<file path="config.mk">
export PLATFORM = sky130hd
export DESIGN_NAME = flash_pin_protect
export DESIGN_NICKNAME = d
export VERILOG_FILES = /design/src/hw/pin_protect_pkg.sv /design/src/hw/pin_sync.sv /design/src/hw/lock_bits.sv /design/src/hw/flash_pin_protect.sv
export SDC_FILE = /design/constraint.sdc
export NUM_CORES = 1
export LEC_CHECK = 0
export BUFFER_PORTS_ARGS = -buffer_cell sky130_fd_sc_hd__buf_2
export CORE_UTILIZATION = 53
export DETAILED_ROUTE_END_ITERATION = 7
export HOLD_SLACK_MARGIN = 0.05
export PLACE_DENSITY = 0.83
export RECOVER_POWER = 50
export SYNTH_ARGS = -nofsm -noshare
export SYNTH_HDL_FRONTEND = slang
export SYNTH_SLANG_ARGS = --single-unit
</file>
<file path="constraint.sdc">
create_clock -name MCLK -period 2.1 [get_ports MCLK]
set_clock_uncertainty 0.1 [all_clocks]
set_input_delay 0.105 -clock MCLK [delete_from_list [all_inputs] [get_ports MCLK]]
set_output_delay 0.105 -clock MCLK [all_outputs]
set_load 0.03 [all_outputs]
</file>
<file path="src/hw/pin_protect_pkg.sv">
package pin_protect_pkg;

   localparam int         INPUTS_W       = 5;
   localparam int         STRAP_W        = 4;
   localparam int         LOCK_W         = 35;
   localparam int         ADDR_W         = 8;
   localparam int         DATA_W         = 8;
   localparam int         BLK_W          = 6;
   localparam logic [5:0] BOOT_BLK       = 6'h22;
   localparam logic [7:0] OFS_INPUTS     = 8'h00;
   localparam logic [7:0] OFS_STRAP      = 8'h01;
   localparam logic [7:0] OFS_STATUS     = 8'h02;
   localparam logic [7:0] OFS_LOCK_SEL   = 8'h03;
   localparam logic [7:0] OFS_LOCK_DATA  = 8'h04;
   localparam logic [7:0] OFS_OP_CTRL    = 8'h05;
   localparam logic [7:0] OFS_LOAD_CNT   = 8'h06;
   localparam int         STAT_BUSY      = 0;
   localparam int         STAT_REFUSED   = 1;
   localparam int         STAT_ABORTED   = 2;
   localparam int         STAT_AUTO      = 3;
   localparam int         STAT_MATCH     = 4;
   localparam logic       LOCK_RESET     = 1'b1;
   localparam int         CLK_NS         = 10;
   localparam int         RST_LAT_NS     = 100;
   localparam int         RST_LAT_CYC    = (RST_LAT_NS + CLK_NS - 1) / CLK_NS;
   localparam int         OP_TIME_NS     = 7000;
   localparam int         OP_TIME_CYC    = OP_TIME_NS / CLK_NS;

   typedef struct packed {
      logic                top_lock_n;
      logic                protect_n;
      logic                auto_mode;
      logic                load_enable_n;
      logic [INPUTS_W-1:0] inputs;
      logic [STRAP_W-1:0]  strap;
   } pins_t;

   typedef struct packed {
      logic              start;
      logic [BLK_W-1:0]  block;
   } op_req_t;

endpackage

</file>
<file path="src/hw/pin_sync.sv">
`timescale 1ns/1ps
`default_nettype none
module pin_sync #(
   parameter int W     = 1,
   parameter logic [W-1:0] INIT = '0
) (
   // Clock and reset
   input  wire logic         clk,
   input  wire logic         rst_n,
   // Pin side
   input  wire logic [W-1:0] pin,
   // Filtered level
   output logic      [W-1:0] level
);
   logic [W-1:0] s1_q, s2_q, s3_q, lvl_q;
   logic [W-1:0] lvl_d;

   // Change counts only once the second and third stages agree
   always_comb begin
      lvl_d = lvl_q;
      for (int i = 0; i < W; i++) begin
         if (s2_q[i] == s3_q[i]) begin
            lvl_d[i] = s2_q[i];
         end
      end
   end

   always_ff @(posedge clk or negedge rst_n) begin
      if (!rst_n) begin
         s1_q  <= INIT;
         s2_q  <= INIT;
         s3_q  <= INIT;
         lvl_q <= INIT;
      end else begin
         s1_q  <= pin;
         s2_q  <= s1_q;
         s3_q  <= s2_q;
         lvl_q <= lvl_d;
      end
   end

   assign level = lvl_q;
endmodule
`default_nettype wire

</file>
<file path="src/hw/lock_bits.sv">
`timescale 1ns/1ps
`default_nettype none
module lock_bits (
   // Clock and reset
   input  wire logic                                clk,
   input  wire logic                                rst_n,
   // Write port
   input  wire logic                                we,
   input  wire logic [pin_protect_pkg::BLK_W-1:0]   waddr,
   input  wire logic                                wdata,
   // Registered read port
   input  wire logic [pin_protect_pkg::BLK_W-1:0]   raddr,
   output logic                                     rdata,
   // Lookup port for the operation start
   input  wire logic [pin_protect_pkg::BLK_W-1:0]   laddr,
   output logic                                     ldata
);
   logic [pin_protect_pkg::LOCK_W-1:0] mem_q, mem_d;
   logic                               rd_q, rd_d;

   always_comb begin
      mem_d = mem_q;
      if (we && waddr < 6'(pin_protect_pkg::LOCK_W)) begin
         mem_d[waddr] = wdata;
      end
      rd_d = (raddr < 6'(pin_protect_pkg::LOCK_W)) ? mem_q[raddr] : 1'b0;
   end

   always_ff @(posedge clk or negedge rst_n) begin
      if (!rst_n) begin
         mem_q <= {pin_protect_pkg::LOCK_W{pin_protect_pkg::LOCK_RESET}};
         rd_q  <= 1'b0;
      end else begin
         mem_q <= mem_d;
         rd_q  <= rd_d;
      end
   end

   assign rdata = rd_q;
   assign ldata = (laddr < 6'(pin_protect_pkg::LOCK_W)) ? mem_q[laddr] : 1'b1;
endmodule
`default_nettype wire

</file>
<file path="src/hw/flash_pin_protect.sv">
// Operation
// Five general input pin levels are captured into a readable register.
// Board holds general inputs stable across the whole register read.
// Auto-increment mode ignores general inputs two to four and top lock.
// Top lock low refuses program and erase of the top boot block.
// Top lock high leaves boot block protection to its lock bit only.
// Protect low blocks all other blocks; high removes that protection.
// Top and remaining protections are evaluated separately.
// Top lock input ORed with boot lock bit; register still reads back.
// Protect input ORed with each block lock bit; register still reads back.
// Host sets protection pins before an operation and holds them.
// Either reset input low starts a reset, both alike; here INIT_N only deselects and aborts, RESETN clears all.
// Reset during read deselects device and floats the data lines.
// Host holds reset low for at least the minimum pulse.
// Reset during an operation aborts it after a reset latency.
// System drives reset low during system reset.
// Board straps boot device select to zero, others count up.
// Supervoltage on protect pin selects auto-increment mode.
// Load enable low loads data, high ends the command.
// Ready/busy shows buffer free with load low, done with load high.
// Frame start begins a cycle; frame during a cycle abandons it.
// Respond only when received select equals the strapped select.
// Auto-increment with load low latches data on the rising edge.
// General input i sits at bit i; upper bits read zero.
// Protection decision is taken at operation start and held.
//
// Our own choices: the plain strobed port and the address map.
`timescale 1ns/1ps
`default_nettype none
module flash_pin_protect (
   // Clock and resets
   input  wire logic                                 MCLK,
   input  wire logic                                 RESETN,
   input  wire logic                                 INIT_N,
   // Board pins
   input  wire logic [pin_protect_pkg::INPUTS_W-1:0] GENERAL_INPUTS,
   input  wire logic                                 TOP_BLOCK_LOCK_N,
   input  wire logic                                 PROTECT_N,
   input  wire logic                                 SUPERVOLTAGE_DET,
   input  wire logic                                 LOAD_ENABLE_N,
   input  wire logic [pin_protect_pkg::STRAP_W-1:0]  STRAP_SELECT,
   input  wire logic [7:0]                           AUTO_DATA,
   // Bus cycle framing from the cycle decoder
   input  wire logic                                 FRAME_START,
   input  wire logic [pin_protect_pkg::STRAP_W-1:0]  CYCLE_IDSEL,
   input  wire logic                                 CYCLE_DONE,
   input  wire logic                                 CYCLE_IS_READ,
   // Program and erase request from the command decoder
   input  wire logic                                 OP_START,
   input  wire logic [pin_protect_pkg::BLK_W-1:0]    OP_BLOCK,
   // Register port
   input  wire logic [pin_protect_pkg::ADDR_W-1:0]   REG_ADDR,
   input  wire logic [pin_protect_pkg::DATA_W-1:0]   REG_WDATA,
   input  wire logic                                 REG_WR,
   input  wire logic                                 REG_RD,
   output logic      [pin_protect_pkg::DATA_W-1:0]   REG_RDATA,
   // Status towards the array and bus
   output logic                                      CYCLE_ACTIVE,
   output logic                                      SELECTED,
   output logic                                      DATA_OE,
   output logic                                      OP_BUSY,
   output logic                                      OP_REFUSED,
   output logic                                      AUTO_MODE,
   output logic [7:0]                                AUTO_LATCHED,
   output logic                                      AUTO_STROBE,
   // Open-drain ready/busy
   output logic                                      READY_BUSY_N_OUT,
   output logic                                      READY_BUSY_N_OE
);
   typedef enum logic [1:0] {IDLE, RUN, ABORT} op_state_t;

   pin_protect_pkg::pins_t pins;
   logic [pin_protect_pkg::INPUTS_W-1:0] inputs_s;
   logic [4:0] ctl_s;

   pin_sync #(.W(pin_protect_pkg::INPUTS_W), .INIT('0)) u_inputs_sync (
      .clk   (MCLK),
      .rst_n (RESETN),
      .pin   (GENERAL_INPUTS),
      .level (inputs_s)
   );

   // Reset levels: protected, bus mode, load idle, second reset released, so no false reset follows
   pin_sync #(.W(5), .INIT(5'h03)) u_ctl_sync (
      .clk   (MCLK),
      .rst_n (RESETN),
      .pin   ({TOP_BLOCK_LOCK_N, PROTECT_N, SUPERVOLTAGE_DET, LOAD_ENABLE_N, INIT_N}),
      .level (ctl_s)
   );

   // INIT_N resets once filtered
   logic soft_rst;
   assign soft_rst = !ctl_s[0];

   always_comb begin
      pins.top_lock_n    = ctl_s[4];
      pins.protect_n     = ctl_s[3];
      pins.auto_mode     = ctl_s[2];
      pins.load_enable_n = ctl_s[1];
      pins.inputs        = inputs_s;
      pins.strap         = STRAP_SELECT;
   end

   // Straps caught after reset release
   logic [3:0] strap_q, strap_d;
   logic       strap_done_q, strap_done_d;
   always_comb begin
      strap_d      = strap_q;
      strap_done_d = 1'b1;
      if (!strap_done_q) begin
         strap_d = pins.strap;
      end
   end

   // Bus cycle tracking
   logic cyc_q, cyc_d, sel_q, sel_d, oe_q, oe_d;
   always_comb begin
      cyc_d = cyc_q;
      sel_d = sel_q;
      oe_d  = oe_q;
      // Frame restarts cycle
      if (FRAME_START) begin
         cyc_d = 1'b1;
         sel_d = 1'b0;
         oe_d  = 1'b0;
      end else if (cyc_q && CYCLE_DONE) begin
         cyc_d = 1'b0;
         sel_d = 1'b0;
         oe_d  = 1'b0;
      end else if (cyc_q) begin
         // Select match
         sel_d = (CYCLE_IDSEL == strap_q);
         oe_d  = sel_d && CYCLE_IS_READ;
      end
      // Reset deselects, floats data
      if (soft_rst) begin
         cyc_d = 1'b0;
         sel_d = 1'b0;
         oe_d  = 1'b0;
      end
   end

   // Lock bits and register access
   logic       lock_rd, lock_lk;
   logic [5:0] lock_sel_q, lock_sel_d;
   logic       lock_we;
   assign lock_we = REG_WR && (REG_ADDR == pin_protect_pkg::OFS_LOCK_DATA);

   lock_bits u_lock (
      .clk   (MCLK),
      .rst_n (RESETN),
      .we    (lock_we),
      .waddr (lock_sel_q),
      .wdata (REG_WDATA[0]),
      .raddr (lock_sel_d),
      .rdata (lock_rd),
      .laddr (OP_BLOCK),
      .ldata (lock_lk)
   );

   // Operation control
   op_state_t st_q, st_d;
   logic [9:0] cnt_q, cnt_d;
   logic       busy_q, busy_d, ref_q, ref_d, abt_q, abt_d;
   logic       top_prot, rest_prot, prot;
   always_comb begin
      // Top lock ignored in auto mode
      // Top block gating
      top_prot  = (!pins.top_lock_n && !pins.auto_mode) || lock_lk;
      // Remaining blocks gating
      rest_prot = (!pins.protect_n && !pins.auto_mode) || lock_lk;
      // Separate regions
      prot = (OP_BLOCK == pin_protect_pkg::BOOT_BLK) ? top_prot : rest_prot;
      st_d   = st_q;
      cnt_d  = cnt_q;
      busy_d = busy_q;
      ref_d  = ref_q;
      abt_d  = abt_q;
      unique case (st_q)
         IDLE: begin
            // Decision taken once at start
            if (OP_START && !soft_rst) begin
               ref_d = prot;
               abt_d = 1'b0;
               if (!prot) begin
                  st_d   = RUN;
                  busy_d = 1'b1;
                  cnt_d  = 10'(pin_protect_pkg::OP_TIME_CYC - 1);
               end
            end
         end
         RUN: begin
            // Reset aborts after latency
            if (soft_rst) begin
               st_d  = ABORT;
               cnt_d = 10'(pin_protect_pkg::RST_LAT_CYC - 1);
            end else if (cnt_q == 10'h000) begin
               st_d   = IDLE;
               busy_d = 1'b0;
            end else begin
               cnt_d = cnt_q - 10'h001;
            end
         end
         ABORT: begin
            if (cnt_q == 10'h000) begin
               st_d   = IDLE;
               busy_d = 1'b0;
               abt_d  = 1'b1;
            end else begin
               cnt_d = cnt_q - 10'h001;
            end
         end
      endcase
   end

   // Auto-increment loading and ready/busy
   logic [7:0] alat_q, alat_d;
   logic [7:0] lcnt_q, lcnt_d;
   logic       astb_q, astb_d, rb_oe_q, rb_oe_d;
   always_comb begin
      alat_d = alat_q;
      lcnt_d = lcnt_q;
      astb_d = 1'b0;
      // Latch while load low
      if (pins.auto_mode && !pins.load_enable_n) begin
         alat_d = AUTO_DATA;
         lcnt_d = lcnt_q + 8'h01;
         astb_d = 1'b1;
      end
      // Load low: buffer free; high: programming done
      if (!pins.auto_mode) begin
         rb_oe_d = 1'b0;
      end else if (!pins.load_enable_n) begin
         rb_oe_d = 1'b0;
      end else begin
         rb_oe_d = busy_q;
      end
   end

   // Register file
   logic [7:0] rdata_q, rdata_d, status;
   always_comb begin
      lock_sel_d = lock_sel_q;
      if (REG_WR && REG_ADDR == pin_protect_pkg::OFS_LOCK_SEL) begin
         lock_sel_d = REG_WDATA[5:0];
      end
      status = 8'h00;
      status[pin_protect_pkg::STAT_BUSY]    = busy_q;
      status[pin_protect_pkg::STAT_REFUSED] = ref_q;
      status[pin_protect_pkg::STAT_ABORTED] = abt_q;
      status[pin_protect_pkg::STAT_AUTO]    = pins.auto_mode;
      status[pin_protect_pkg::STAT_MATCH]   = sel_q;
      rdata_d = 8'h00;
      if (REG_RD) begin
         unique case (REG_ADDR)
            // Input register, upper inputs masked in auto mode
            pin_protect_pkg::OFS_INPUTS:
               rdata_d = {3'h0, (pins.auto_mode ? 3'h0 : pins.inputs[4:2]), pins.inputs[1:0]};
            pin_protect_pkg::OFS_STRAP:    rdata_d = {4'h0, strap_q};
            pin_protect_pkg::OFS_STATUS:   rdata_d = status;
            pin_protect_pkg::OFS_LOCK_SEL: rdata_d = {2'h0, lock_sel_q};
            pin_protect_pkg::OFS_LOAD_CNT: rdata_d = lcnt_q;
            default:                       rdata_d = 8'h00;
         endcase
      end
   end

   // Lock data reads come from the registered lock read port
   logic rd_lock_q;

   always_ff @(posedge MCLK or negedge RESETN) begin
      if (!RESETN) begin
         strap_q      <= 4'h0;
         strap_done_q <= 1'b0;
         cyc_q        <= 1'b0;
         sel_q        <= 1'b0;
         oe_q         <= 1'b0;
         st_q         <= IDLE;
         cnt_q        <= 10'h000;
         busy_q       <= 1'b0;
         ref_q        <= 1'b0;
         abt_q        <= 1'b0;
         alat_q       <= 8'h00;
         lcnt_q       <= 8'h00;
         astb_q       <= 1'b0;
         rb_oe_q      <= 1'b0;
         lock_sel_q   <= 6'h00;
         rdata_q      <= 8'h00;
         rd_lock_q    <= 1'b0;
      end else begin
         strap_q      <= strap_d;
         strap_done_q <= strap_done_d;
         cyc_q        <= cyc_d;
         sel_q        <= sel_d;
         oe_q         <= oe_d;
         st_q         <= st_d;
         cnt_q        <= cnt_d;
         busy_q       <= busy_d;
         ref_q        <= ref_d;
         abt_q        <= abt_d;
         alat_q       <= alat_d;
         lcnt_q       <= lcnt_d;
         astb_q       <= astb_d;
         rb_oe_q      <= rb_oe_d;
         lock_sel_q   <= lock_sel_d;
         rdata_q      <= rdata_d;
         rd_lock_q    <= REG_RD && (REG_ADDR == pin_protect_pkg::OFS_LOCK_DATA);
      end
   end

   assign REG_RDATA        = rd_lock_q ? {7'h00, lock_rd} : rdata_q;
   assign CYCLE_ACTIVE     = cyc_q;
   assign SELECTED         = sel_q;
   assign DATA_OE          = oe_q;
   assign OP_BUSY          = busy_q;
   assign OP_REFUSED       = ref_q;
   assign AUTO_MODE        = pins.auto_mode;
   assign AUTO_LATCHED     = alat_q;
   assign AUTO_STROBE      = astb_q;
   assign READY_BUSY_N_OUT = 1'b0;
   assign READY_BUSY_N_OE  = rb_oe_q;
endmodule
`default_nettype wire

</file>
# Word-level counts from Yosys, hierarchy flattened
# Cells that the tools add are included.
dict set report op_classes {
  add_sub_neg 2
  n_mul 0
  n_div 0
  magnitude_cmp 7
  n_eq_ne 25
  shift 0
  mux 47
  n_bitwise 0
  reduce_logical 25
}
# operator count
set op_table {}
lappend op_table {{2-to-1 mux 10 bit} 4}
lappend op_table {{one-hot mux 8 bit (5 select lines)} 1}
lappend op_table {{bitwise mux 35 bit} 1}
lappend op_table {{one-hot mux 10 bit (3 select lines)} 1}
lappend op_table {{2-to-1 mux 1 bit} 26}
lappend op_table {{< comparator 6 x 7 -> 1 bit, second input constant} 3}
lappend op_table {{< comparator 6 bit, second input constant} 3}
lappend op_table {{== test 8 x 2 -> 1 bit, second input constant} 2}
lappend op_table {{== test 8 x 3 -> 1 bit, second input constant} 2}
lappend op_table {{2-to-1 mux 8 bit} 2}
lappend op_table {{binary-select mux 1 bit (select 6 bit)} 2}
lappend op_table {{logical AND 1 bit} 11}
lappend op_table {{== test 1 bit} 10}
lappend op_table {{logical NOT 10 bit} 1}
lappend op_table {{subtractor 10 x 1 -> 10 bit, second input constant} 1}
lappend op_table {{adder 8 x 1 -> 8 bit, second input constant} 1}
lappend op_table {{== test 8 x 1 -> 1 bit, second input constant} 1}
lappend op_table {{logical NOT 8 bit} 1}
lappend op_table {{2-to-1 mux 2 bit} 4}
lappend op_table {{demux 1 bit (select 6 bit)} 1}
lappend op_table {{== test 6 bit, second input constant} 1}
lappend op_table {{>= comparator 6 x 1 -> 1 bit, second input constant} 1}
lappend op_table {{2-to-1 mux 6 bit} 1}
lappend op_table {{inequality test 2 bit, second input constant} 3}
lappend op_table {{other kinds (16)} 22}
dict set report totals {
  reg_bits 132
  latchBits 0
  ram_bits 0
  rom_bits 0
  wordCells 141
  memories 0
}

# Logic depth before layout (Yosys ltp)
# Gate-level depths: netlist of the first run.
dict set report depth {
  word_depth 8
  ltp_mapped 10
}

# Modules after synthesis
# Synthesis of the first run repeated with hierarchy kept, for this count alone.
dict set report hier_totals {
  hier_cells 524
  hier_area_um2 6316.1
}
# module instances cells_per_inst area_each_um2 seq_area_each_um2
set modules_own_cells {}
lappend modules_own_cells {flash_pin_protect 1 270 2864.0 1401.3}
lappend modules_own_cells {lock_bits 1 204 2328.5 944.7}
lappend modules_own_cells {{pin_sync at u_ctl_sync} 1 25 566.8 510.5}
lappend modules_own_cells {{pin_sync at u_inputs_sync} 1 25 556.8 500.5}

# Least setup slack after synthesis of the first run
# No wires, ideal clock.
dict set report synth_path {
  path_kind {input port to flip-flop}
  startpoint {in REG_ADDR[5] in the netlist's numbering}
  endpoint {reg u_lock.rd_q (netlist: u_lock.rdata)}
  setup_ns 0.096
  arrival_ns 2.159
  t_required_ns 1.904
  slack_ns -0.254
  cell_stages 8
  cell_sequence {or4_4 nor4_4 mux2i_1 clkinv_2 o211a_1 a211o_2 and4_1 a311oi_2}
}
dict set report synth_between {
  elab_chain_cells 6
  elab_cells_between_ends 7
  cone_classes {order compare: 1; eq/ne: 1; mux: 4; reduce/logical: 1}
}
# item line
set synth_rtl {}
lappend synth_rtl {{start: declaration} flash_pin_protect.sv:52} ;# input wire logic [pin_protect_pkg::ADDR_W-1:0] REG_ADDR,
lappend synth_rtl {{== test 8 x 2 -> 1 bit (*)} flash_pin_protect.sv:244} ;# if (REG_WR && REG_ADDR == pin_protect_pkg::OFS_LOCK_SEL) begin
lappend synth_rtl {{logical AND 1 bit (*)} flash_pin_protect.sv:244}
lappend synth_rtl {{2-to-1 mux 6 bit (*)} flash_pin_protect.sv:244}
lappend synth_rtl {{net lock_sel_d[1]} flash_pin_protect.sv:145} ;# logic [5:0] lock_sel_q, lock_sel_d;
lappend synth_rtl {{binary-select mux 1 bit (select 6 bit)} lock_bits.sv:26} ;# rd_d = (raddr < 6'(pin_protect_pkg::LOCK_W)) ? mem_q[raddr] : 1'b0;
lappend synth_rtl {{2-to-1 mux 1 bit (not written as such)} lock_bits.sv:26}
lappend synth_rtl {{2-to-1 mux 1 bit (*)} lock_bits.sv:26}
lappend synth_rtl {{net u_lock.rd_d} lock_bits.sv:19} ;# logic rd_q, rd_d;
lappend synth_rtl {{end signal: assignment} lock_bits.sv:35} ;# rd_q <= rd_d;
lappend synth_rtl {{end: declaration} lock_bits.sv:19}
# Mark *: on every way through the listed nets, which the timed path passes. The rest lies on a longest branch. The select of a mux whose other input is x is not followed.
# A chain may end at the register's enable or synchronous reset.

# Worst setup path after layout of the first run
dict set report layout_path {
  startpoint {reg u_lock.mem_q[19] in the netlist's numbering}
  endpoint {reg busy_q (netlist: OP_BUSY)}
}
dict set report layout_between {
  elab_chain_cells 7
  elab_cells_between_ends 8
  cone_classes {eq/ne: 1; mux: 4; reduce/logical: 3}
}
# item line
set layout_rtl {}
lappend layout_rtl {{start: declaration} lock_bits.sv:18} ;# logic [pin_protect_pkg::LOCK_W-1:0] mem_q, mem_d;
lappend layout_rtl {{start signal: assignment} lock_bits.sv:31} ;# mem_q <= {pin_protect_pkg::LOCK_W{pin_protect_pkg::LOCK_RESET}};
lappend layout_rtl {{start signal: assignment} lock_bits.sv:34} ;# mem_q <= mem_d;
lappend layout_rtl {{binary-select mux 1 bit (select 6 bit) (*)} lock_bits.sv:40} ;# assign ldata = (laddr < 6'(pin_protect_pkg::LOCK_W)) ? mem_q[laddr] : 1'b1;
lappend layout_rtl {{2-to-1 mux 1 bit (not written as such) (*)} lock_bits.sv:40}
lappend layout_rtl {{2-to-1 mux 1 bit (*)} lock_bits.sv:40}
lappend layout_rtl {{logical OR 1 bit (on tied branches)} {flash_pin_protect.sv:171, flash_pin_protect.sv:169}}
lappend layout_rtl {{2-to-1 mux 1 bit (*)} flash_pin_protect.sv:173} ;# prot = (OP_BLOCK == pin_protect_pkg::BOOT_BLK) ? top_prot : rest_prot;
lappend layout_rtl {{inequality test 2 bit (no line) (*)} n/a}
lappend layout_rtl {{AND reduction 3 bit (no line) (*)} n/a}
lappend layout_rtl {{end signal: assignment} flash_pin_protect.sv:298} ;# busy_q <= busy_d;
lappend layout_rtl {{end: declaration} flash_pin_protect.sv:164} ;# logic busy_q, busy_d, ref_q, ref_d, abt_q, abt_d;
# Every way passes the cells marked *; elsewhere a longest branch is shown, timed or not. The select of a mux whose other input is x is not followed.

==> run_results.csv, run 1 <==
group,metric,value,unit
run_status,outcome,"finished, violations left",
run_status,violations,"negative setup slack",
placement,place_hpwl,12.1,mm
global_route,antenna_found_initial,0,
global_route,globalRouteOverflowTotal,0,
floorplan,die_area,12800,um2
placement,routabilityCongestion,0.922,
power,pwr-share-seq,36.6,%
placement,port_buffers,77,
routing,dr_total_vias,5693,
routing,vias_per_cell,6.14,
clock_tree,cts_made_buffers,17,
layout,drive_gt1_share,43.8,%
sta,finalCritPeriodShare,118,%
floorplan,die_y,113,um
synth,synthArstFlopShare,100,%
synth,synth-seq-cells,132,
clock_tree,h-tree-depth,4,
clock_tree,clk_latency,0.44,ns
sta,rsz0062_at_grt,"yes",
layout,final_common_cell,"dfrtp_1",
worst_setup_path,crit_path_end,"OP_BUSY",
clock_tree,clkSlewWorstSetupHoldPaths,0.06,ns
layout,seq_area,3360,um2
power,clkPwrFrac,36.7,%
floorplan,fp-row-count,40,
synth,ys_seq_area_share,51.3,%
synth,yosys.cell_types.count,78,
sta,layout_min_cycle_time,2.48,ns
layout,final_cell_mix,"89 x dfrtp_1, 86 x buf_4, 74 x buf_2",
worst_setup_path,critPathCaptureType,"register",
sta,worst_slack,-0.377,ns
routing,drtIter0Drc,507,
synth,synth.net_count,629,
global_route,grt_max_degree,51,
sta,finalMaxSlewViolations,0,
worst_setup_path,worstSetupPathType,"reg -> reg",
clock_tree,clkSinkCount,132,
worst_setup_path,required,2.29,ns
power,power.switching,2.71,mW
floorplan,num_io_pins,81,
sta,hold_viol,0,
hold_path,hp-start,"REG_ADDR[2]",
routing,drc,0,
sta,max_freq,404,MHz
worst_setup_path,r2r_slack,-0.38,ns
routing,drt_pre_antenna_iters,5,
synth,syn_area,6550,um2
power,p_per_area,957,nW/um2
routing,routedWlPerCell,21.3,um
worst_setup_path,arrival,2.67,ns
hold_path,hold_path_class,"in -> reg",
synth,synth_cells,567,
layout,syn_to_final_growth,36.0,%
power,ir_drop,0.919,mV
power,p_leak,4.01,nW
worst_setup_path,startpoint,"u_lock.mem_q[19]",
layout,nets,829,
synth,syn_avg_cell_area,11.5,um2
routing,antenna_left,0,
layout,insertedDiodeCount,0,
clock_tree,cts.path.max_buffers,2,
global_route,gr-usage-all-layers,31.3,%
worst_setup_path,r2r-start,"u_lock.mem_q[19]",
synth,synth-main-ff-cell,"dfrtp_1",
synth,ys_warn_count,0,
worst_setup_path,critPathLaunchType,"register",
floorplan,core_area,12000,um2
placement,dpl-instance-area,7680,um2
worst_setup_path,regToRegEndpoint,"OP_BUSY",
job,maxCapViolCount,0,
worst_setup_path,cp_max_fo,5,
synth,synth_edf_count,0,
layout,fill_cells,766,
sta,tightest_slew,1.20,ns
worst_setup_path,ff2ff_path_depth,7,
sta,slew_headroom,19.9,%
placement,dp_slack,-0.504,ns
power,comb_power_share,26.7,%
sta,whs,0.0740,ns
global_route,grt_pass1_vias,5681,
power,sw_frac_of_total,31.9,%
floorplan,fp.dieW,113,um
layout,fin_area,8910,um2
clock_tree,cts_tree,"done",
power,cell_internal_pwr,5.81,mW
global_route,grt_pass1_wl,29.6,mm
clock_tree,cts_root_buf,"clkbuf_16",
sta,setup_viol_count_final,15,
floorplan,start_util,54.5,%
routing,wl,19.7,mm
sta,fin_setup_tns,-3.34,ns
layout,multiInputGateArea,3140,um2
flip-flops by register name, indices dropped and copies added, names as in the netlist, 2 cells and up:
signal and cells:
u_ctl_sync.level 5, lock_sel_q 6, u_ctl_sync.s3_q 5, u_inputs_sync.s1_q 5
u_ctl_sync.s1_q 5, strap_q 4, u_lock.mem_q 35, AUTO_LATCHED 8
lcnt_q 8, cnt_q 10, u_ctl_sync.s2_q 5, u_inputs_sync.s3_q 5
st_q 2, rdata_q 8, u_inputs_sync.level 5, u_inputs_sync.s2_q 5
what timing repair did:
item | CTS | global route
gates cloned | 1 | 0
hold buffers | 34 | 0
resized for setup | 16 | 23
pin swaps | 2 | 10
setup endpoints to repair | 15 | 25
endpoints found under the hold margin | 83 | 0
buffers inserted | 2 | 6
metal layers:
metal,vias to the layer above,track usage [%],share of wire [%]
met3,94,7.12,7.0
met5,-,0,0
met4,0,21.6,5.3
met2,322,51.0,50
met1,2806,37.0,38
li1,2471,-,-
through the flow:
step	cells	utilization (%)	total power [mW]
final	927	74.2	8.52
after global routing	927	74.2	8.83
after CTS	921	72.7	8.29
after detailed placement	852	63.9	4.97
after global placement	852	63.9	4.90
after floorplan	567	-	4.30
worst min path at each step:
stage,end,slack [ns],cells after the start
2_1_floorplan,AUTO_LATCHED[0],-0.29,0
3_3_place_gp,AUTO_STROBE,0.05,1
3_5_place_dp,AUTO_STROBE,0.05,1
4_1_cts,rd_lock_q,0.06,3
5_1_grt,rd_lock_q,0.08,3
6_report,rd_lock_q,0.07,3
final cells by class:
cell class / count / area share, %
clock buffers: 25 / 5.56
clock inverters: 7 / 1.38
repair buffers: 208 / 17.3
inverters: 18 / 0.773
well taps: 147 / 2.06
flip-flops and latches: 132 / 37.7
multi-input cells: 390 / 35.2
critical path, stage by stage, from the launching register on:
cell and delay, ns:
dfstp_2 0.39, mux4_2 0.52, mux2i_2 0.20, nand3b_1 0.11, and4_4 0.21, o311a_4 0.36
o31ai_4 0.27, o311ai_2 0.17
cell families (layout without fill, tap and decap cells):
group	Yosys count	count (layout)	synth area share, %
buf+inv	46	258	3.40
fa+ha+maj	16	16	2.67
flops	132	132	51.3
compound gates	88	89	9.42
mux	84	84	15.7
xor+xnor	11	11	1.47
other cells	2	2	0.115
simple gates	188	188	15.9
cell usage after synthesis, drive strengths merged, types with 5 or more instances:
master	instances	share of area, %
a31oi	6	0.80
o31ai	5	0.57
mux4	9	3.1
dfstp	43	17
mux2i	17	2.6
and3	8	0.76
maj3	10	1.5
xnor2	7	0.94
clkbuf	17	1.0
nor2b	20	1.9
nand3	17	1.3
inv	16	0.92
mux2	58	10
nor2	46	2.8
nor3	25	2.0
o22ai	5	0.48
o21ai	29	2.2
nor3b	5	0.57
a21oi	10	0.76
nand2	33	1.9
nand4	5	0.48
buf	11	1.3
dfrtp	89	34
ha	6	1.1
power groups by stage:
stage                     clock [mW]  combinational [mW]  sequential, mW
after CTS                       3.12                2.08            3.10
after detailed placement           0                1.85            3.12
final                           3.12                2.28            3.12
after global placement             0                1.80            3.10
after global routing            3.25                2.44            3.14
after floorplan                    0                1.14            3.16
Note: power is estimated with default switching activity, not from simulation.
==> inputs of run 2 (changes only) <==
Settings changed: ABC_AREA from default to 1.
==> run 2 against run 1 <==
Highest routed layer unchanged. Total power shrank 8.3%. The run now ends clean. Clock power down 9.6%. Critical path type is now in -> reg. Die area up 0.19%. First-iteration DRC count shrank 3.0%. Register-to-register slack better by 0.47 ns. Largest power group unchanged. Critical endpoint is now u_lock.rdata.
==> run_results.csv, run 2 <==
group,metric,value,unit
run_status,outcome,"finished, final reports clean",
sta,worst_slack,0.0502,ns
routing,drtIter0Drc,492,
floorplan,num_io_pins,81,
sta,finalCritPeriodShare,97.6,%
layout,final_cell_mix,"184 x nand2_1, 89 x dfrtp_1, 89 x inv_1",
global_route,grt_max_degree,37,
sta,fin_setup_tns,0,ns
synth,synth_edf_count,0,
global_route,grt_pass1_wl,27.8,mm
routing,vias_per_cell,5.40,
layout,top_regs,"u_lock.mem_q (35), cnt_q (10)",
worst_setup_path,worstSetupPathType,"in -> reg",
synth,yosys.cell_count.top_type,"nand2_1",
placement,routabilityCongestion,0.956,
sta,finalMaxSlewViolations,0,
synth,synthArstFlopShare,100,%
global_route,antenna_found_initial,0,
power,ir_drop,0.954,mV
worst_setup_path,arrival,2.30,ns
clock_tree,cts_root_buf,"clkbuf_16",
layout,final_common_cell,"nand2_1",
clock_tree,cts_setup_buffers,0,
routing,wl,16.7,mm
synth,synth.net_count,819,
global_route,grt_pass1_vias,5695,
floorplan,fp.dieW,113,um
hold_path,hold_path_class,"in -> reg",
sta,setup_viol_count_final,0,
placement,dp_slack,0.204,ns
layout,largest_register_ffs,35,
layout,syn_to_final_growth,25.2,%
placement,place_hpwl,11.1,mm
worst_setup_path,required,2.36,ns
synth,ys_warn_count,0,
global_route,globalRouteOverflowTotal,0,
synth,synth-main-ff-cell,"dfrtp_1",
synth,synth.top_cell.area_share,33.9,%
synth,yosys.cell_types.count,54,
clock_tree,cts_made_buffers,17,
routing,routedWlPerCell,15.4,um
synth,synth_cells,757,
routing,dr_total_vias,5832,
job,maxCapViolCount,0,
synth,synthTopCellsByArea,"dfrtp_1 34%, dfstp_2 17%, nand2_1 11%",
global_route,gr-usage-all-layers,28.2,%
synth,synthTopCellsByCount,"185 x nand2_1, 90 x inv_1, 89 x dfrtp_1, 64 x nor2_1, 56 x nand3_1",
clock_tree,cts_tree,"done",
layout,drive_gt1_share,24.8,%
clock_tree,clk_latency,0.42,ns
routing,antenna_left,0,
clock_tree,clkSlewWorstSetupHoldPaths,0.06,ns
layout,nets,962,
synth,ys_seq_area_share,51.2,%
synth,syn_avg_cell_area,8.67,um2
routing,drt_pre_antenna_iters,5,
placement,port_buffers,77,
power,p_leak,3.99,nW
routing,drc,0,
worst_setup_path,critPathCaptureType,"register",
floorplan,start_util,54.4,%
sta,hold_viol,0,
layout,insertedDiodeCount,0,
floorplan,die_y,113,um
clock_tree,h-tree-depth,4,
floorplan,die_area,12800,um2
sta,max_freq,488,MHz
sta,tightest_slew,0.857,ns
synth,synth_top_area_cell,"dfrtp_1",
sta,slew_headroom,42.9,%
floorplan,fp-row-count,40,
layout,fill_cells,920,
worst_setup_path,cp_max_fo,9,
sta,layout_min_cycle_time,2.05,ns
clock_tree,cts.path.max_buffers,2,
sta,rsz0062_at_grt,"no",
floorplan,core_area,12100,um2
clock_tree,clkSinkCount,132,
power,p_per_area,951,nW/um2
layout,max_flop_register,"u_lock.mem_q",
worst_setup_path,critPathLaunchType,"primary input",
synth,synth-seq-cells,132,
synth,syn_area,6560,um2
## run 2: layer usage
metal	vias to the layer above	part of all wire [%]	GRT usage [%]
met5	-	0	0
met4	0	3.1	12.5
met3	46	8.4	7.34
met2	277	48	46.1
met1	2757	40	35.6
li1	2752	-	-
## run 2: through the flow
step / power, mW / std cells / hold slack (ns) / util [%] / instance area (um2)
after floorplan: 4.42 / 757 / -0.291 / - / 6560
after global placement: 4.86 / 1008 / 0.00135 / 60.1 / 7250
after detailed placement: 4.92 / 1008 / 0.00491 / 60.1 / 7250
after CTS: 7.83 / 1081 / 0.0963 / 68.2 / 8230
after global routing: 8.24 / 1081 / 0.130 / 68.1 / 8210
final: 7.81 / 1081 / 0.111 / 68.1 / 8210
## run 2: cells by family after synthesis
family | count (synthesis) | synth area share [%]
compound gates | 104 | 9.61
flops | 132 | 51.2
simple gates | 366 | 25.8
other cells | 2 | 0.114
xor+xnor | 15 | 2.00
mux | 7 | 1.20
buf+inv | 115 | 7.47
fa+ha+maj | 16 | 2.67
## run 2: report_power, final
group / total, mW / internal [mW] / switching (mW) / leakage [nW]
Clock: 2.82 / 1.67 / 1.15 / 0.269
Sequential: 3.06 / 2.84 / 0.222 / 1.55
Combinational: 1.93 / 0.673 / 1.26 / 2.17
Total: 7.81 / 5.18 / 2.63 / 3.99
## run 2: worst paths after layout
path	depth (start not counted)	slack, ns	end	startpoint
min	5	0.11	OP_REFUSED	OP_START
min in group asynchronous	2	0.23	strap_q[2]	RESETN
min reg2reg	0	0.25	u_ctl_sync.s2_q[3]	u_ctl_sync.s1_q[3]
max reg2reg	5	0.09	DATA_OE	u_ctl_sync.level[0]
max	14	0.05	u_lock.rdata	REG_ADDR[4]
max in group asynchronous	3	0.34	lock_sel_q[0]	RESETN
## run 2: layout make-up
| type | count | area [um2] | share of cell area, % |
|---|---|---|---|
| timing repair buffer | 141 | 961 | 11.7 |
| inverter | 98 | 370 | 4.51 |
| tap | 168 | 210 | 2.56 |
| multi-input combinational | 510 | 2750 | 33.4 |
| sequential | 132 | 3360 | 40.9 |
| clock buffer | 18 | 439 | 5.35 |
| clock inverter | 14 | 128 | 1.55 |
## run 2: repair_timing
action / 4_1_cts / 5_1_grt
gates resized for setup: 0 / 9
hold buffers: 41 / 0
endpoints found under the setup margin: 0 / 3
hold endpoints to repair: 133 / 0
## run 2: worst max-delay path: stages
cell and delay (ns):
dlygate4sd3_1 0.54, buf_2 0.12, nor2_1 0.11, nand2_2 0.11
clkinv_2 0.10, nand3_4 0.16, or2_4 0.29, o21ai_4 0.11
nand3_2 0.17, a21oi_2 0.20, nor2_1 0.07, nand2_1 0.06
nand3_1 0.07, nand2_1 0.08
==> inputs of run 3 (changes only) <==
Settings changed: SYNTH_HIERARCHICAL from default to 1.
==> run 3 against run 2 <==
The run now ends with max-capacitance violations, max-slew violations, negative setup slack left. First-iteration DRC count up 19%. Clock power up 8.5%. Area after synthesis up 3.2%. Non-clock buffer count up 21. Sequential power about the same. Via count up 12%. Design area up 7.5%. Combinational power up 33%. Final cell count up 13%. Total power up 11%. Die area up 3.2%. Utilization up 4.2 points. Critical path type is now reg -> reg. Critical endpoint is now cnt_q[3]. Largest cell class unchanged.
==> run_results.csv, run 3 <==
group,metric,value,unit
layout,max_flop_register,"u_lock/mem_q",
synth,synth-main-ff-cell,"dfrtp_1",
global_route,gr-usage-all-layers,29.2,%
global_route,globalRouteOverflowTotal,0,
worst_setup_path,critPathCaptureType,"register",
worst_setup_path,slowest_stage,"dfstp_2",
floorplan,fp-row-count,40,
placement,dp.cells,1137,
layout,final_cell_mix,"266 x nand2_1, 97 x inv_1, 89 x dfrtp_1",
placement,dpl-instance-area,7550,um2
worst_setup_path,r2r_slack,-0.04,ns
routing,vias_per_cell,5.33,
worst_setup_path,arrival,2.35,ns
synth,ys_warn_count,6,
synth,yosys.cell_count.top_type,"nand2_1",
synth,synth.top_cell.area_share,32.9,%
routing,drc,0,
global_route,grt_pass1_wl,29.3,mm
clock_tree,clkSinkCount,132,
layout,drive_gt1_share,24.4,%
worst_setup_path,crit_path_cell_trace,"inv_1, nand2_1, nand3_2, nand3_2, nand2_1, nor2_1, nand2_1, nand3_1, nand2_1, inv_2, inv_2, nand3b_1, nand2_4, clkbuf_16, nand2_2, o21ai_1",
routing,drtIter0Drc,587,
floorplan,die_area,13200,um2
synth,yosys.cell_types.count,42,
synth,synthTopCellsByArea,"dfrtp_1 33%, dfstp_2 17%, nand2_1 16%",
run_status,outcome,"finished, violations left",
power,p_leak,4.37,nW
synth,synth-seq-cells,132,
job,maxCapViolCount,1,
placement,dp_slack,-0.170,ns
global_route,antenna_found_initial,0,
sta,slew_headroom,-4.74,%
clock_tree,h-tree-depth,4,
layout,final_common_cell,"nand2_1",
floorplan,num_io_pins,81,
worst_setup_path,cpMostUsedCell,"nand2_1",
synth,synth_top_area_cell,"dfrtp_1",
worst_setup_path,required,2.31,ns
worst_setup_path,startpoint,"u_lock/mem_q[0]",
layout,fin_area,8830,um2
placement,routabilityCongestion,0.899,
sta,layout_min_cycle_time,2.14,ns
power,ir_drop,0.734,mV
clock_tree,cts.path.max_buffers,2,
synth,synth.net_count,946,
sta,rsz0062_at_grt,"yes",
placement,place_hpwl,12.0,mm
worst_setup_path,cpPeakStageDelay,0.53,ns
sta,fin_setup_tns,-0.0466,ns
layout,final_core_utilization,72.3,%
worst_setup_path,cp_max_fo,6,
clock_tree,cts_tree,"done",
sta,worst_slack,-0.0403,ns
sta,max_freq,467,MHz
clock_tree,clkSlewWorstSetupHoldPaths,0.06,ns
synth,synth_cells,884,
routing,routedWlPerCell,15.1,um
synth,syn_area,6770,um2
sta,tightest_slew,1.57,ns
worst_setup_path,r2r-start,"u_lock/mem_q[0]",
sta,finalMaxSlewViolations,65,
routing,wl,18.4,mm
routing,dr_total_vias,6522,
global_route,grt_max_degree,65,
synth,synthTopCellsByCount,"287 x nand2_1, 106 x inv_1, 92 x nand3_1, 89 x dfrtp_1, 86 x nor2_1",
floorplan,die_y,115,um
floorplan,start_util,55.5,%
sta,finalCritPeriodShare,102,%
placement,port_buffers,77,
clock_tree,cts_made_buffers,17,
synth,synthArstFlopShare,100,%
sta,setup_viol_count_final,3,
layout,top_regs,"u_lock/mem_q (35), cnt_q (10)",
synth,syn_avg_cell_area,7.66,um2
layout,finalNonFillerCells,1224,
layout,nets,1104,
floorplan,core_area,12200,um2
sta,hold_viol,0,
run_status,violations,"max-capacitance violations, max-slew violations, negative setup slack",
worst_setup_path,critPathLaunchType,"register",
floorplan,fp.dieW,115,um
power,totalPowerFinal,8.71,mW
synth,ys_seq_area_share,49.6,%
sta,whs,0.138,ns
hold_path,hold_path_class,"in -> reg",
synth,synth_edf_count,0,
worst_setup_path,worstSetupPathType,"reg -> reg",
global_route,grt_pass1_vias,6278,
routing,antenna_left,0,
worst_setup_path,ff2ff_path_depth,16,
worst_setup_path,regToRegEndpoint,"cnt_q[3]",
layout,syn_to_final_growth,30.4,%
power,p_per_area,986,nW/um2
routing,drt_pre_antenna_iters,6,
layout,largest_register_ffs,35,
clock_tree,clk_latency,0.43,ns
worst_setup_path,crit_path_end,"cnt_q[3]",
layout,fill_cells,875,
clock_tree,cts_root_buf,"clkbuf_16",
run 3: final cells by class:
| cell class | count | area [um2] | area share, % |
|---|---|---|---|
| Antenna cell | 1 | 2.50 | 0.0283 |
| Clock buffer | 19 | 453 | 5.13 |
| Clock inverter | 13 | 161 | 1.83 |
| Inverter | 113 | 427 | 4.83 |
| Multi-Input combinational cell | 616 | 3010 | 34.1 |
| Sequential cell | 132 | 3360 | 38.0 |
| Tap cell | 168 | 210 | 2.38 |
| Timing Repair Buffer | 162 | 1210 | 13.7 |
run 3: worst min path at each step:
stage                     slack [ns]                  end         from  cells past startpoint
after floorplan                -0.29      AUTO_LATCHED[0]       RESETN                      0
after global placement          0.04  u_ctl_sync/level[4]       RESETN                      1
after detailed placement        0.04  u_ctl_sync/level[4]       RESETN                      1
after CTS                       0.12           rdata_q[3]  REG_ADDR[1]                      6
after global routing            0.17           rdata_q[3]  REG_ADDR[1]                      6
final                           0.14           rdata_q[2]  REG_ADDR[1]                      6
run 3: per-layer routing:
metal	up-vias	routed length, um	global-route usage, %
met4	0	860	17.1
met2	342	8740	46.2
li1	3127	-	-
met5	-	0	0
met3	77	1460	5.90
met1	2976	7380	37.3
run 3: power breakdown:
part | switching [mW] | leakage (nW) | internal [mW]
logic | 1.62 | 2.52 | 0.944
clock network | 1.21 | 0.303 | 1.85
registers | 0.249 | 1.56 | 2.84
total | 3.07 | 4.37 | 5.64
run 3: logic make-up after synthesis:
kind of cell	share of synthesized area, %
simple gates	32.4
buf+inv	8.02
flops	49.6
compound gates	6.60
xor+xnor	1.42
fa+ha+maj	1.11
mux	0.794
other cells	0.111
run 3: critical path, delay by kind of cell, from the launching register on:
family	cells	cell delay, ns
flops	1	0.53
simple gates	11	0.96
compound gates	1	0.07
buf+inv	4	0.36
run 3: what timing repair did:
item                                    in CTS  in global routing
endpoints found under the setup margin       0                 16
endpoints found under the hold margin      159                  0
resized for setup                            0                 47
hold buffers                                45                  0
setup buffers                                0                  6
